**src/msj_defs.svh**
```systemverilog
// Constants for the multispeed and jog selector: register offsets, field codes, reset values.
// Assumes frequencies in 0.1 Hz steps and a 6-bit word-indexed register port.
`ifndef MSJ_DEFS_SVH
`define MSJ_DEFS_SVH

`define MSJ_FREQ_W        16
`define MSJ_ADDR_W        6
`define MSJ_NUM_PRESETS   16
`define MSJ_NUM_TERMS     5
`define MSJ_CODE_W        5

`define MSJ_OFF_PRESET0   6'h00
`define MSJ_OFF_MAIN_FREQ 6'h10
`define MSJ_OFF_MAX_FREQ  6'h11
`define MSJ_OFF_START_FRQ 6'h12
`define MSJ_OFF_JOG_FREQ  6'h13
`define MSJ_OFF_JOG_STOP  6'h14
`define MSJ_OFF_FREQ_SRC  6'h15
`define MSJ_OFF_RUN_SRC   6'h16
`define MSJ_OFF_TFUNC0    6'h18
`define MSJ_OFF_STATUS    6'h20
`define MSJ_OFF_MONITOR   6'h21

`define MSJ_FN_FWD        5'h00
`define MSJ_FN_SPD_BIT0   5'h02
`define MSJ_FN_JOG        5'h06
`define MSJ_FN_NONE       5'h1f

`define MSJ_FSRC_TERM     2'h2
`define MSJ_RSRC_TERM     2'h1

`define MSJ_JOG_CAP       16'h0064
`define MSJ_RST_MAX_FREQ  16'h01f4
`define MSJ_RST_MAIN_FREQ 16'h0000
`define MSJ_RST_START_FRQ 16'h0005
`define MSJ_RST_JOG_FREQ  16'h0032
`define MSJ_RST_PRESET    16'h0000
`define MSJ_RST_TFUNC1    5'h00
`define MSJ_RST_TFUNC2    5'h02
`define MSJ_RST_TFUNC3    5'h03
`define MSJ_RST_TFUNC4    5'h04
`define MSJ_RST_TFUNC5    5'h06

`endif

```
**src/msj_pkg.sv**
```systemverilog
// Types shared by the multispeed and jog selector.
// Assumes msj_defs.svh supplies the widths.
`include "msj_defs.svh"

package msj_pkg;

  typedef enum logic [1:0] {
    MSJ_STOP_COAST = 2'b00,
    MSJ_STOP_DECEL = 2'b01,
    MSJ_STOP_DCBRK = 2'b10
  } msj_stop_e;

  typedef struct packed {
    logic                    store;
    logic                    term_mode;
    logic [3:0]              idx;
    logic [`MSJ_FREQ_W-1:0]  value;
  } msj_kp_s;

  typedef struct packed {
    logic                    run;
    logic                    fwd;
    logic                    jog;
    logic                    jog_end;
    msj_stop_e               stop_method;
    logic [3:0]              speed_idx;
    logic [`MSJ_FREQ_W-1:0]  freq;
  } msj_drive_s;

endpackage

```
**src/msj_select.sv**
```systemverilog
// Multispeed and jog target-frequency selector with its parameter registers.
// Assumes terminals and keypad signals are synchronous to clk_sys; bus master never waits.
//
// Local design decisions: the strobed register port and the placing of the registers.
`timescale 1ns/1ps
`include "msj_defs.svh"

module msj_select
  import msj_pkg::*;
(
  input  wire logic                        clk_sys,
  input  wire logic                        rst_n,
  input  wire logic [`MSJ_ADDR_W-1:0]      bus_addr,
  input  wire logic [`MSJ_FREQ_W-1:0]      bus_wdata,
  input  wire logic                        bus_wr,
  input  wire logic                        bus_rd,
  output logic      [`MSJ_FREQ_W-1:0]      bus_rdata,
  input  wire logic [`MSJ_NUM_TERMS-1:0]   term_in,
  input  wire logic                        kp_run,
  input  wire msj_kp_s                     kp,
  output msj_drive_s                       drive
);

  logic [`MSJ_FREQ_W-1:0] preset_ff [`MSJ_NUM_PRESETS];
  logic [`MSJ_CODE_W-1:0] tfunc_ff  [`MSJ_NUM_TERMS];
  logic [`MSJ_FREQ_W-1:0] main_freq_ff;
  logic [`MSJ_FREQ_W-1:0] max_freq_ff;
  logic [`MSJ_FREQ_W-1:0] start_freq_ff;
  logic [`MSJ_FREQ_W-1:0] jog_freq_ff;
  msj_stop_e              jog_stop_ff;
  logic [1:0]             freq_src_ff;
  logic [1:0]             run_src_ff;
  logic [`MSJ_NUM_TERMS-1:0] term_ff;
  logic [3:0]             speed_idx_ff;
  logic                   jog_ff;
  msj_drive_s             drive_ff;
  logic [`MSJ_FREQ_W-1:0] rdata_ff;
  logic [`MSJ_FREQ_W-1:0] nxt_rdata;

  // Per-bit terminal decode
  logic [3:0]             speed_code;
  logic [`MSJ_NUM_TERMS-1:0] fwd_hit;
  logic [`MSJ_NUM_TERMS-1:0] jog_hit;
  logic [`MSJ_NUM_TERMS-1:0] bit_hit [4];

  genvar t;
  genvar b;
  generate
    for (t = 0; t < `MSJ_NUM_TERMS; t++) begin : g_term
      assign fwd_hit[t] = term_ff[t] && (tfunc_ff[t] == `MSJ_FN_FWD);
      assign jog_hit[t] = term_ff[t] && (tfunc_ff[t] == `MSJ_FN_JOG);
      for (b = 0; b < 4; b++) begin : g_bit
        // Any terminal, any order; a bit with no terminal stays zero
        assign bit_hit[b][t] = term_ff[t] &&
          (tfunc_ff[t] == `MSJ_FN_SPD_BIT0 + 5'(b));
      end
    end
    for (b = 0; b < 4; b++) begin : g_code
      assign speed_code[b] = |bit_hit[b];
    end
  endgenerate

  // Command decode
  wire term_run_src = (run_src_ff == `MSJ_RSRC_TERM);
  wire fwd_cmd      = |fwd_hit;
  wire jog_in       = |jog_hit;
  wire run_cmd      = term_run_src ? fwd_cmd : kp_run;
  wire freq_term    = (freq_src_ff == `MSJ_FSRC_TERM);

  // Jog frequency legality and cap
  wire jog_legal = (jog_freq_ff != '0) &&
                   (jog_freq_ff >= start_freq_ff);
  wire [`MSJ_FREQ_W-1:0] jog_target =
    (jog_freq_ff > `MSJ_JOG_CAP) ? `MSJ_JOG_CAP : jog_freq_ff;
  // Jog needs terminal run routing; otherwise the run key gives a plain run
  wire jog_now = jog_in && run_cmd && term_run_src && jog_legal;
  wire run_now   = run_cmd || jog_now;
  wire kp_fwd    = !term_run_src && kp_run;
  wire jog_ended = jog_ff && !jog_now;

  // Steady target selection
  wire [`MSJ_FREQ_W-1:0] sel_freq =
    freq_term ? preset_ff[speed_idx_ff] : main_freq_ff;
  wire [`MSJ_FREQ_W-1:0] lim_freq =
    (sel_freq > max_freq_ff) ? max_freq_ff : sel_freq;
  wire [`MSJ_FREQ_W-1:0] jog_lim =
    (jog_target > max_freq_ff) ? max_freq_ff : jog_target;

  // Output frequency: jog steps straight to its value, no ramp here
  wire [`MSJ_FREQ_W-1:0] nxt_freq =
    jog_now ? jog_lim : (run_cmd ? lim_freq : '0);

  // Store paths
  wire term_store = kp.store && kp.term_mode && !run_cmd && freq_term;
  wire kp_store   = kp.store && !kp.term_mode;
  wire [3:0] store_idx = kp.term_mode ? speed_idx_ff : kp.idx;
  wire store_any  = term_store || kp_store;

  // Bus write decode
  wire wr_preset = bus_wr && (bus_addr[5:4] == 2'b00);
  wire wr_main   = bus_wr && (bus_addr == `MSJ_OFF_MAIN_FREQ);
  wire wr_max    = bus_wr && (bus_addr == `MSJ_OFF_MAX_FREQ);
  wire wr_start  = bus_wr && (bus_addr == `MSJ_OFF_START_FRQ);
  wire wr_jog    = bus_wr && (bus_addr == `MSJ_OFF_JOG_FREQ);
  wire wr_jstop  = bus_wr && (bus_addr == `MSJ_OFF_JOG_STOP);
  wire wr_fsrc   = bus_wr && (bus_addr == `MSJ_OFF_FREQ_SRC);
  wire wr_rsrc   = bus_wr && (bus_addr == `MSJ_OFF_RUN_SRC);
  wire [2:0] tf_idx = 3'(bus_addr - `MSJ_OFF_TFUNC0);
  // Bounded above as well, or writes to the status words would alias onto the map
  wire tf_range  = (bus_addr >= `MSJ_OFF_TFUNC0) && (bus_addr < `MSJ_OFF_STATUS) &&
                   (tf_idx < 3'(`MSJ_NUM_TERMS));
  wire wr_tfunc  = bus_wr && tf_range;
  // Code 11 names no stop method, so such a write is dropped
  wire jstop_ok  = (bus_wdata[1:0] != 2'b11);

  // Presets: bus write and keypad store share one write port, bus first
  genvar p;
  generate
    for (p = 0; p < `MSJ_NUM_PRESETS; p++) begin : g_preset
      wire hit_bus = wr_preset && (bus_addr[3:0] == 4'(p));
      wire hit_kp  = store_any && (store_idx == 4'(p));
      always_ff @(posedge clk_sys or negedge rst_n) begin
        if (!rst_n) begin
          preset_ff[p] <= `MSJ_RST_PRESET;
        end else if (hit_bus) begin
          preset_ff[p] <= bus_wdata;
        end else if (hit_kp) begin
          preset_ff[p] <= kp.value;
        end
      end
    end
  endgenerate

  localparam logic [`MSJ_CODE_W-1:0] TFUNC_RST [`MSJ_NUM_TERMS] = '{
    `MSJ_RST_TFUNC1, `MSJ_RST_TFUNC2, `MSJ_RST_TFUNC3,
    `MSJ_RST_TFUNC4, `MSJ_RST_TFUNC5};

  generate
    for (t = 0; t < `MSJ_NUM_TERMS; t++) begin : g_tfunc
      always_ff @(posedge clk_sys or negedge rst_n) begin
        if (!rst_n) begin
          tfunc_ff[t] <= TFUNC_RST[t];
        end else if (wr_tfunc && (tf_idx == 3'(t))) begin
          tfunc_ff[t] <= bus_wdata[`MSJ_CODE_W-1:0];
        end
      end
    end
  endgenerate

  // Configuration registers, one short process each
  always_ff @(posedge clk_sys or negedge rst_n) begin
    if (!rst_n) begin
      main_freq_ff <= `MSJ_RST_MAIN_FREQ;
    end else if (wr_main) begin
      main_freq_ff <= bus_wdata;
    end
  end

  always_ff @(posedge clk_sys or negedge rst_n) begin
    if (!rst_n) begin
      max_freq_ff <= `MSJ_RST_MAX_FREQ;
    end else if (wr_max) begin
      max_freq_ff <= bus_wdata;
    end
  end

  always_ff @(posedge clk_sys or negedge rst_n) begin
    if (!rst_n) begin
      start_freq_ff <= `MSJ_RST_START_FRQ;
    end else if (wr_start) begin
      start_freq_ff <= bus_wdata;
    end
  end

  always_ff @(posedge clk_sys or negedge rst_n) begin
    if (!rst_n) begin
      jog_freq_ff <= `MSJ_RST_JOG_FREQ;
    end else if (wr_jog) begin
      jog_freq_ff <= bus_wdata;
    end
  end

  always_ff @(posedge clk_sys or negedge rst_n) begin
    if (!rst_n) begin
      jog_stop_ff <= MSJ_STOP_DECEL;
    end else if (wr_jstop && jstop_ok) begin
      jog_stop_ff <= msj_stop_e'(bus_wdata[1:0]);
    end
  end

  always_ff @(posedge clk_sys or negedge rst_n) begin
    if (!rst_n) begin
      freq_src_ff <= `MSJ_FSRC_TERM;
    end else if (wr_fsrc) begin
      freq_src_ff <= bus_wdata[1:0];
    end
  end

  always_ff @(posedge clk_sys or negedge rst_n) begin
    if (!rst_n) begin
      run_src_ff <= `MSJ_RSRC_TERM;
    end else if (wr_rsrc) begin
      run_src_ff <= bus_wdata[1:0];
    end
  end

  // Terminal sampling; the switches are taken as already synchronous
  always_ff @(posedge clk_sys or negedge rst_n) begin
    if (!rst_n) begin
      term_ff <= '0;
    end else begin
      term_ff <= term_in;
    end
  end

  // Registered index, so a code change reaches the target in one clean step
  always_ff @(posedge clk_sys or negedge rst_n) begin
    if (!rst_n) begin
      speed_idx_ff <= '0;
      jog_ff       <= 1'b0;
    end else begin
      speed_idx_ff <= speed_code;
      jog_ff       <= jog_now;
    end
  end

  // Drive outputs from flops
  always_ff @(posedge clk_sys or negedge rst_n) begin
    if (!rst_n) begin
      drive_ff <= '0;
    end else begin
      drive_ff.run         <= run_now;
      drive_ff.fwd         <= fwd_cmd || kp_fwd;
      drive_ff.jog         <= jog_now;
      drive_ff.jog_end     <= jog_ended;
      drive_ff.stop_method <= jog_stop_ff;
      drive_ff.speed_idx   <= speed_idx_ff;
      drive_ff.freq        <= nxt_freq;
    end
  end

  assign drive = drive_ff;

  // Read decode; unmapped addresses return zero
  always_comb begin
    nxt_rdata = '0;
    if (bus_addr[5:4] == 2'b00) begin
      nxt_rdata = preset_ff[bus_addr[3:0]];
    end else if (bus_addr == `MSJ_OFF_MAIN_FREQ) begin
      nxt_rdata = main_freq_ff;
    end else if (bus_addr == `MSJ_OFF_MAX_FREQ) begin
      nxt_rdata = max_freq_ff;
    end else if (bus_addr == `MSJ_OFF_START_FRQ) begin
      nxt_rdata = start_freq_ff;
    end else if (bus_addr == `MSJ_OFF_JOG_FREQ) begin
      nxt_rdata = jog_freq_ff;
    end else if (bus_addr == `MSJ_OFF_JOG_STOP) begin
      nxt_rdata = {14'h0000, jog_stop_ff};
    end else if (bus_addr == `MSJ_OFF_FREQ_SRC) begin
      nxt_rdata = {14'h0000, freq_src_ff};
    end else if (bus_addr == `MSJ_OFF_RUN_SRC) begin
      nxt_rdata = {14'h0000, run_src_ff};
    end else if (tf_range) begin
      nxt_rdata = {11'h000, tfunc_ff[tf_idx]};
    end else if (bus_addr == `MSJ_OFF_STATUS) begin
      nxt_rdata = {5'h00, drive_ff.stop_method, jog_legal, drive_ff.jog,
                   drive_ff.fwd, drive_ff.run, drive_ff.speed_idx, 1'b0};
    end else if (bus_addr == `MSJ_OFF_MONITOR) begin
      nxt_rdata = drive_ff.freq;
    end
  end

  // Read data holds only in the cycle after the strobe
  always_ff @(posedge clk_sys or negedge rst_n) begin
    if (!rst_n) begin
      rdata_ff <= '0;
    end else begin
      rdata_ff <= bus_rd ? nxt_rdata : '0;
    end
  end

  assign bus_rdata = rdata_ff;

endmodule

```
**config.mk**
```make
export PLATFORM = sky130hd
export DESIGN_NAME = msj_select
export DESIGN_NICKNAME = d
export VERILOG_FILES = /design/src/msj_pkg.sv /design/src/msj_select.sv
export VERILOG_INCLUDE_DIRS = /design/src
export SDC_FILE = /design/constraint.sdc
export NUM_CORES = 1
export LEC_CHECK = 0
export ABC_AREA = 1
export BUFFER_PORTS_ARGS = -buffer_cell sky130_fd_sc_hd__buf_2
export CORE_MARGIN = 8
export CORE_UTILIZATION = 30
export DETAILED_ROUTE_END_ITERATION = 6
export MAX_ROUTING_LAYER = met4
export PLACE_DENSITY_LB_ADDON = 0.05
export SYNTH_ARGS = -nofsm -noshare
export SYNTH_HDL_FRONTEND = slang
export SYNTH_SLANG_ARGS = --single-unit
```
**constraint.sdc**
```tcl
create_clock -name clk_sys -period 7.8 [get_ports clk_sys]
set_clock_uncertainty 0.15 [all_clocks]
set_input_delay 1.56 -clock clk_sys [delete_from_list [all_inputs] [get_ports clk_sys]]
set_output_delay 1.56 -clock clk_sys [all_outputs]
set_load 0.005 [all_outputs]
```
Word level (Yosys, flattened, before mapping)
Cells that the tools add are included.
{ "word_totals": {"reg_bits": 402, "in_bits": 54, "out_inout_bits": 42, "elab_cells": 312} }
{ "op_classes": {"add_sub_neg": 1, "order_cmp": 10, "eq_ne": 71, "muxes": 61, "bitwise": 3, "n_reduce_logical": 128} }
{ "ops": {"columns": ["cell", "n"], "rows": [
  ["16-bit 2-to-1 mux", 54],
  ["16-bit binary-select mux with 4-bit select", 2],
  ["1-bit logical AND", 89],
  ["5-bit by 3-bit equality test with 1-bit output, second input constant", 15],
  ["4-bit equality test, second input constant", 16],
  ["5-bit by 2-bit equality test with 1-bit output, second input constant", 10],
  ["6-bit by 5-bit equality test with 1-bit output, second input constant", 7],
  ["4-bit by 3-bit equality test with 1-bit output, second input constant", 8],
  ["16-bit > comparator", 2],
  ["2-bit nonzero test", 16],
  ["5-bit OR reduction", 6],
  ["5-bit logical NOT", 5],
  ["4-bit by 2-bit equality test with 1-bit output, second input constant", 4],
  ["16-bit greater-or-equal comparator", 1],
  ["16-bit by 7-bit > comparator with 1-bit output, second input constant", 1],
  ["16-bit nonzero test", 1],
  ["5-bit binary-select mux with 3-bit select", 1],
  ["6-bit equality test, second input constant", 2],
  ["5-bit greater-or-equal comparator, second input constant", 2],
  ["5-bit 2-to-1 mux", 2],
  ["4-bit NOT with 5-bit output", 2],
  ["4-bit by 1-bit equality test with 1-bit output, second input constant", 2],
  ["4-bit logical NOT", 2],
  ["3-bit by 2-bit equality test with 1-bit output, second input constant", 2],
  ["other kinds (17)", 22]
]} }

Longest topological paths before layout
Gate-level depths: netlist of run 1.
{ "logic_depth": {"depth_word": 15, "ltp_mapped": 25, "ltp_nobuf": 23} }

Least setup slack after synthesis of run 1
OpenSTA, ideal clock, no wires.
{ "synth_timing": {"path_kind": "in2reg", "startpoint": "in bus_addr[2]", "endpoint": "reg main_freq_ff[2]", "setup_time_ns": 0.133, "arrival_time_ns": 2.855, "required_time_ns": 7.517, "setup_slack_ns": 4.662, "stages": 10, "n_path_buf": 2, "cell_sequence": "buf_2 -> inv_2 -> nand2_1 -> nor2_1 -> inv_1 -> nor2_1 -> nand2_1 -> clkbuf_1 -> nand2_1 -> o21ai_0"} }
{ "synth_via": {"elab_chain_cells": 2} }
{ "synth_lines": {"columns": ["element", "line", "rtl"], "rows": [
  ["from (decl)", "msj_select.sv:13", "input wire logic [`MSJ_ADDR_W-1:0] bus_addr,"],
  ["6-bit by 5-bit equality test with 1-bit output (no line)", null, null],
  ["1-bit logical AND", "msj_select.sv:101", "wire wr_main = bus_wr && (bus_addr == `MSJ_OFF_MAIN_FREQ);"],
  ["to (signal assigned)", "msj_select.sv:153", "main_freq_ff <= `MSJ_RST_MAIN_FREQ;"],
  ["to (signal assigned)", "msj_select.sv:155", "main_freq_ff <= bus_wdata;"],
  ["to (decl)", "msj_select.sv:26", "logic [`MSJ_FREQ_W-1:0] main_freq_ff;"]
]} }
No other way between the ends.
A chain may end at the register's enable or synchronous reset.

Worst setup path in the final report of run 1
{ "layout_timing": {"startpoint": "reg speed_idx_ff[0]", "endpoint": "reg drive_ff, in the netlist drive[4]"} }
{ "layout_via": {"elab_chain_cells": 9} }
{ "layout_lines": {"columns": ["element", "line", "rtl"], "rows": [
  ["from (decl)", "msj_select.sv:34", "logic [3:0] speed_idx_ff;"],
  ["from (signal assigned)", "msj_select.sv:222", "speed_idx_ff <= speed_code;"],
  ["4-bit NOT with 5-bit output (not written as such) (*)", "msj_select.sv:83", "freq_term ? preset_ff[speed_idx_ff] : main_freq_ff;"],
  ["16-bit binary-select mux with 4-bit select (*)", "msj_select.sv:83", null],
  ["16-bit 2-to-1 mux (not written as such) (*) (2 in series)", "msj_select.sv:83", null],
  ["16-bit 2-to-1 mux (*)", "msj_select.sv:83", null],
  ["16-bit > comparator", "msj_select.sv:85", "(sel_freq > max_freq_ff) ? max_freq_ff : sel_freq;"],
  ["16-bit 2-to-1 mux (*)", "msj_select.sv:85", null],
  ["16-bit 2-to-1 mux (*) (2 in series)", "msj_select.sv:91", "jog_now ? jog_lim : (run_cmd ? lim_freq : '0);"],
  ["net nxt_freq[4]", "msj_select.sv:90", "wire [`MSJ_FREQ_W-1:0] nxt_freq ="],
  ["to (decl)", "msj_select.sv:36", "msj_drive_s drive_ff;"]
]} }
The timed path passes the listed nets; every way through them passes the cells marked *. The select of a mux whose other input is x is not followed.

==> run metrics, run 1 <==
status complete, no violations; crit path cell chain inv_4, buf_12, o21ai_0, o221ai_1, nand3_1, nand3_1, and2_1, ha_1, nand2_1, o21ai_0, nand2_1, nand3_1, nand2_1, nand2_1, nand2_1, inv_1, nand2_1, nand2_1, nand2_1, nand2_1; Setup crit end drive[4]$_DFF_PN0_; Hold Crit Class reg2reg; capturing point of the worst reg2reg path drive[4]$_DFF_PN0_; TritonCTS clock tree done; Peak VDD IR approximately 0.14 mV; drt drc 0; dpl hpwl just over 80000 µm; Worst-Skew Late Latency approximately 0.61 ns; Synth Area in Adders 2.36%; Initial Util a little under a third; Slew Viols, Final 0; Mapped Area 25400 µm²; R2R depth 20; CORE AREA about 84000 µm²; layout cells sized above 1 8.74%; NumNets Final 3683; I/O pins 96; register area share after synthesis 39.7%; syn avg cell area around 7 µm²; total gr overflow 0; simple-gate area share of the yosys netlist between 30% and 40%; Layout area overhead 11.1%; Crit. path cell count 20; reg2reg start speed_idx_ff[0]$_DFF_PN0_; Placed Cells incl. Taps 4661; total power 7.82 mW; post_cts resized 0; Die Ht 307 µm; final wirelength 125000 µm; antenna-violating nets left 0; Max-cap violations 0; worst reg-to-reg setup slack approximately 2.6 ns; DR pass1 iterations 5; multiplexer area fraction after synthesis 0%; Cell Pwr Density 277 nW/µm²; Main synth FF type dfrtp_1; final hold vios 0; # fillers 9058; hold_buf cts 0; FF+latch count, synth 402; Slew HR between 10% and 20%; post-synthesis xor/xnor area fraction 0%; CP Buf/Inv Count 3; Clock Tree Root clkbuf_16; Critical Path Start speed_idx_ff[0]$_DFF_PN0_; Post-Route Setup TNS 0 ns; Synth Instances around 3700; total setup buffers inserted after CTS 0; Die Wd roughly 310 µm; Row Count roughly 110; largest net degree at the start of global routing 104; gpl congestion around 0.91; RSZ-0062 raised after global routing no; utilization after layout between 30% and 40%; Via Count about 26000; ys async rst share 100%; antenna violations before repair 8; Worst-Margin Slew approximately 1.3 ns; Yosys warning count 0; # setup viols final 0; average routed wire per standard cell 26.2 µm; Fin Hold WS around 0.27 ns; initial drt markers 2848; CTS Buf Count 52; first-pass GRT wire length 181000 µm; setup slack after placement 2.64 ns; Final Cycle Share 66.5%; critical path arrival roughly 5.5 ns; CP max-delay cell dfrtp_4; Setup WS post-layout 2.61 ns; clock sinks 402; final instance area 28200 µm²; minimum clock period 5.19 ns; CTS clock-pin slew for the worst setup and hold paths 0.06 ns; die area roughly 94000 µm²; number of global-route vias before repair 25200; Critical Path RT 8.14 ns; Max Clock Freq between 150 and 200 MHz; largest family of logic cells by synthesized area simple AND/OR/NAND/NOR gates; Non-Filler Instances 4762; critical path type reg2reg; family with the most delay on the worst path simple AND/OR/NAND/NOR gates; placed instance area 26400 µm²; CTS Buffer Depth 3; GR Util All Layers about a quarter; Synth cell types 47; post-synthesis compound-gate area fraction a little under a fifth; input/output buffers 95; CP Launch Type register; Post-synth EDFFs 0; Via-to-Cell Ratio 5.56; P_leak about 14 nW; H-tree Lvls 2; CP most frequent cell nand2_1; CP Capture Type register; Max Fanout on Critical Path 66; Crit path largest cell delay 0.72 ns
==> cells in the mapped netlist (20+ instances only) <==
master / n / share of area, %
nand2_1: 1192 / 18
o21ai_0: 569 / 11
nand3_1: 385 / 7.6
dfrtp_1: 382 / 38
nor2_1: 224 / 3.3
inv_1: 180 / 2.7
clkbuf_1: 175 / 2.6
o22ai_1: 129 / 3.2
buf_2: 65 / 1.3
a21oi_1: 62 / 1.2
ha_1: 48 / 2.4
buf_1: 33 / 0.49
o221ai_1: 33 / 1.1
nand4_1: 25 / 0.62
o211ai_1: 23 / 0.68
dfstp_2: 20 / 2.1
nand2_4: 20 / 0.89
==> cells in the final DEF, fill, tap and decap left out, types with 9 or more instances in the layout <==
cell / instances
nand2_4: 24
o221ai_1: 33
buf_4: 35
clkbuf_1: 15
nor2_1: 223
conb_1: 9
dfrtp_1: 380
or2_2: 15
nand3_1: 379
nand4_1: 25
dfstp_2: 20
ha_1: 48
o22ai_1: 129
buf_2: 94
inv_1: 174
nand2_1: 1188
o211ai_1: 23
a21oi_1: 62
o21ai_0: 569
clkbuf_16: 54
clkbuf_8: 14
nand3_2: 10
nand2_2: 14
==> worst min-delay path by stage <==
| stage | start | end | slack, ns | cells after the start |
|---|---|---|---|---|
| finish | jog_stop_ff[0]$_DFFE_PN1P_ | drive[20]$_DFF_PN0_ | 0.27 | 0 |
| global route | jog_stop_ff[0]$_DFFE_PN1P_ | drive[20]$_DFF_PN0_ | 0.27 | 0 |
| CTS | jog_stop_ff[0]$_DFFE_PN1P_ | drive[20]$_DFF_PN0_ | 0.27 | 0 |
| detailed placement | jog_stop_ff[0]$_DFFE_PN1P_ | drive[20]$_DFF_PN0_ | 0.27 | 0 |
| global placement | jog_stop_ff[1]$_DFFE_PN0P_ | drive[21]$_DFF_PN0_ | 0.26 | 0 |
| floorplan | speed_idx_ff[0]$_DFF_PN0_ | drive[16]$_DFF_PN0_ | 0.20 | 0 |
==> state kept, by name (all words and copies together), names as in the netlist <==
name / flops
preset_ff: 256
jog_stop_ff: 2
run_src_ff: 2
drive: 26
bus_rdata: 16
jog_freq_ff: 16
speed_idx_ff: 4
tfunc_ff: 25
term_ff: 5
freq_src_ff: 2
max_freq_ff: 16
start_freq_ff: 16
main_freq_ff: 16
==> cell families after synthesis <==
| kind of cell | Yosys count |
|---|---|
| AOI/OAI and AO/OA | 845 |
| adders and majority gates | 48 |
| buffers and inverters | 481 |
| DFF | 402 |
| other | 1 |
| and+or+nand+nor | 1906 |
==> power by group <==
part	leakage, nW	internal (mW)	switching (mW)
combinational	7.92	0.723	1.38
sequential	5.16	2.59	0.511
clock	0.889	1.57	1.04
total	14.0	4.88	2.93
==> layer usage <==
layer	wire length [µm]	vias to the layer above	part of all wire (%)	track usage [%]
li1	-	12100	-	-
met1	52700	12900	42	34.0
met2	57300	1210	46	41.7
met3	9900	235	7.9	4.48
met4	4900	0	3.9	9.54
met5	0	-	0	-
==> layout make-up <==
cell class                 count  area [µm²]  area share (%)
clock buffer                  83        1600            5.67
sequential                   402       10100            35.7
timing repair buffer         133         808            2.86
clock inverter                15         216           0.767
antenna                        3        7.51          0.0266
inverter                     184         693            2.46
tap                         1134        1420            5.03
multi-input combinational   2808       13400            47.5
(Power assumes the default switching activity.)
==> inputs of run 2 (changes only) <==
==> constraint.sdc (replaced) <==
create_clock -name clk_sys -period 5.25 [get_ports clk_sys]
set_clock_uncertainty 0.15 [all_clocks]
set_input_delay 1.05 -clock clk_sys [delete_from_list [all_inputs] [get_ports clk_sys]]
set_output_delay 1.05 -clock clk_sys [all_outputs]
set_load 0.005 [all_outputs]
==> run metrics, run 2 (synthesized netlist as in run 1, its figures left out) <==
GR Util All Layers 26.0% (was 26.4%); CORE AREA 83800 µm² (unchanged); placed instance area 26800 µm² (was 26400 µm²); layout cells sized above 1 9.78% (was 8.74%); drt drc 0 (unchanged); hold_buf cts 0 (unchanged); final wirelength 123000 µm (was 125000 µm); P_leak 14.2 nW (was 14.0 nW); Max Clock Freq 243 MHz (was 193 MHz); Max Fanout on Critical Path 33 (was 66); input/output buffers 95 (unchanged); CTS Buffer Depth 3 (unchanged); Switching Share 37.1% (was 37.5%); Cell Int Power 7.42 mW (was 4.88 mW); initial drt markers 2715 (was 2848); post_cts resized 0 (unchanged); Slew Viols, Final 0 (unchanged); RSZ-0062 raised after global routing no (unchanged); Final Cycle Share 78.5% (was 66.5%); most frequent cells in the layout nand2_1, o21ai_0, dfrtp_1, nand3_1, nor2_1 (unchanged); minimum clock period 4.12 ns (was 5.19 ns); Via-to-Cell Ratio 5.52 (was 5.56); Critical Path RT 5.59 ns (was 8.14 ns); # setup viols final 0 (unchanged); first-pass GRT wire length 179000 µm (was 181000 µm); Initial Util 30.3% (unchanged); clock sinks 402 (unchanged); Multi-input gate area 13400 µm² (unchanged); CP most frequent cell nand2_1 (unchanged); antenna-violating nets left 0 (unchanged); crit path cell chain inv_4, buf_12, buf_4, o21ai_0, o221ai_1, nand3_1, nand3_1, and2_1, ha_1, a21oi_1, o21a_1, nor2_1, nor2_1, nand2_1, nand2_1, inv_1, nand2_1, nand2_1, nand2_1, nand2_1 (was inv_4, buf_12, o21ai_0, o221ai_1, nand3_1, nand3_1, and2_1, ha_1, nand2_1, o21ai_0, nand2_1, nand3_1, nand2_1, nand2_1, nand2_1, inv_1, nand2_1, nand2_1, nand2_1, nand2_1); final instance area 28700 µm² (was 28200 µm²); H-tree Lvls 2 (unchanged); Max-cap violations 0 (unchanged); average routed wire per standard cell 25.7 µm (was 26.2 µm); Die Ht 307 µm (unchanged); Setup WS post-layout 1.13 ns (was 2.61 ns); # fillers 9085 (was 9058); final hold vios 0 (unchanged); CP max-delay cell dfrtp_4 (unchanged); status complete, no violations (unchanged); Clk pwr share 33.9% (was 33.3%); critical path arrival 4.46 ns (was 5.53 ns); DR pass1 iterations 5 (unchanged); number of global-route vias before repair 24700 (was 25200); Via Count 26500 (about the same); max reg flops 256 (unchanged); R2R depth 20 (unchanged); utilization after layout 34.2% (was 33.7%); antenna violations before repair 8 (unchanged); sw power 4.37 mW (was 2.93 mW); commonest non-fill, non-tap cell in the layout nand2_1 (unchanged); NumNets Final 3720 (was 3683); gpl congestion 0.909 (about the same); total gr overflow 0 (unchanged); TritonCTS clock tree done (unchanged); largest net degree at the start of global routing 107 (was 104); Die Wd 307 µm (unchanged); Post-Route Setup TNS 0 ns (unchanged); Cell Pwr Density 411 nW/µm² (was 277 nW/µm²); CTS clock-pin slew for the worst setup and hold paths 0.06 ns (about the same); die area 94300 µm² (unchanged); Worst-Margin Slew 1.22 ns (was 1.28 ns); total setup buffers inserted after CTS 0 (unchanged); Clock Tree Root clkbuf_16 (unchanged); CTS Buf Count 53 (was 52); Biggest register preset_ff (unchanged); setup slack after placement 0.999 ns (was 2.64 ns); worst hold path depth 0 (unchanged); Comb power frac 26.4% (was 26.9%); dpl hpwl 83700 µm (was 81600 µm); Slew HR 18.5% (was 14.5%); Worst-Skew Late Latency 0.62 ns (was 0.61 ns); I/O pins 96 (unchanged); Row Count 106 (unchanged); CP Launch Type register (unchanged); Sequential Power Share 39.6% (was 39.7%); CP Capture Type register (unchanged); register area 10100 µm² (unchanged); Crit path largest cell delay 0.51 ns (was 0.72 ns); Hold Crit Class reg2reg (unchanged); critical path type reg2reg (unchanged); Layout area overhead 12.8% (was 11.1%); Peak VDD IR 0.215 mV (was 0.138 mV)
run 2: per-stage QoR:
step,cells,hold WS [ns],total power [mW]
final,4795,0.271,11.8
after global placement,4697,0.258,7.75
after CTS,4794,0.279,11.8
after detailed placement,4697,0.264,7.78
after global routing,4794,0.284,12.4
after floorplan,3691,0.199,6.41
run 2: cell type report:
cell class              count  share of cell area [%]
diodes                      1                 0.00873
clock buffers              77                    5.61
clock inverters            20                   0.982
inverters                 184                    2.42
multi-input cells        2808                    46.8
flip-flops and latches    402                    35.2
well taps                1134                    4.95
repair buffers            169                    4.07
run 2: power by group through the flow:
stage	Sequential (mW)	Combinational (mW)	Clock, mW
floorplan	4.33	2.08	0
global placement	4.70	3.05	0
detailed placement	4.70	3.08	0
CTS	4.65	3.10	4.08
global route	4.74	3.49	4.20
finish	4.67	3.11	4.00
run 2: final timing paths:
check / from / end / slack, ns
max in group asynchronous: rst_n / preset_ff[197]$_DFFE_PN0P_ / 3.37
worst min-delay path: jog_stop_ff[1]$_DFFE_PN0P_ / drive[21]$_DFF_PN0_ / 0.27
worst min register to register: jog_stop_ff[1]$_DFFE_PN0P_ / drive[21]$_DFF_PN0_ / 0.27
worst max-delay path: speed_idx_ff[0]$_DFF_PN0_ / drive[5]$_DFF_PN0_ / 1.13
min in group asynchronous: rst_n / tfunc_ff[23]$_DFFE_PN0P_ / 0.38
worst max register to register: speed_idx_ff[0]$_DFF_PN0_ / drive[5]$_DFF_PN0_ / 1.13
run 2: critical path: cells and delay by family (launching register included):
kind / cells / cell delay, ns
fa+ha+maj: 1 / 0.24
compound gates: 4 / 0.58
flops: 1 / 0.51
simple gates: 11 / 1.36
buf+inv: 4 / 1.09
run 2: metal layers:
| layer | part of all wire (%) | vias to the layer above | GRT usage, % |
|---|---|---|---|
| met2 | 45 | 1057 | 40.6 |
| met5 | 0 | - | - |
| met3 | 6.4 | 211 | 3.00 |
| met1 | 45 | 13000 | 35.2 |
| met4 | 3.6 | 0 | 8.54 |
| li1 | - | 12200 | - |
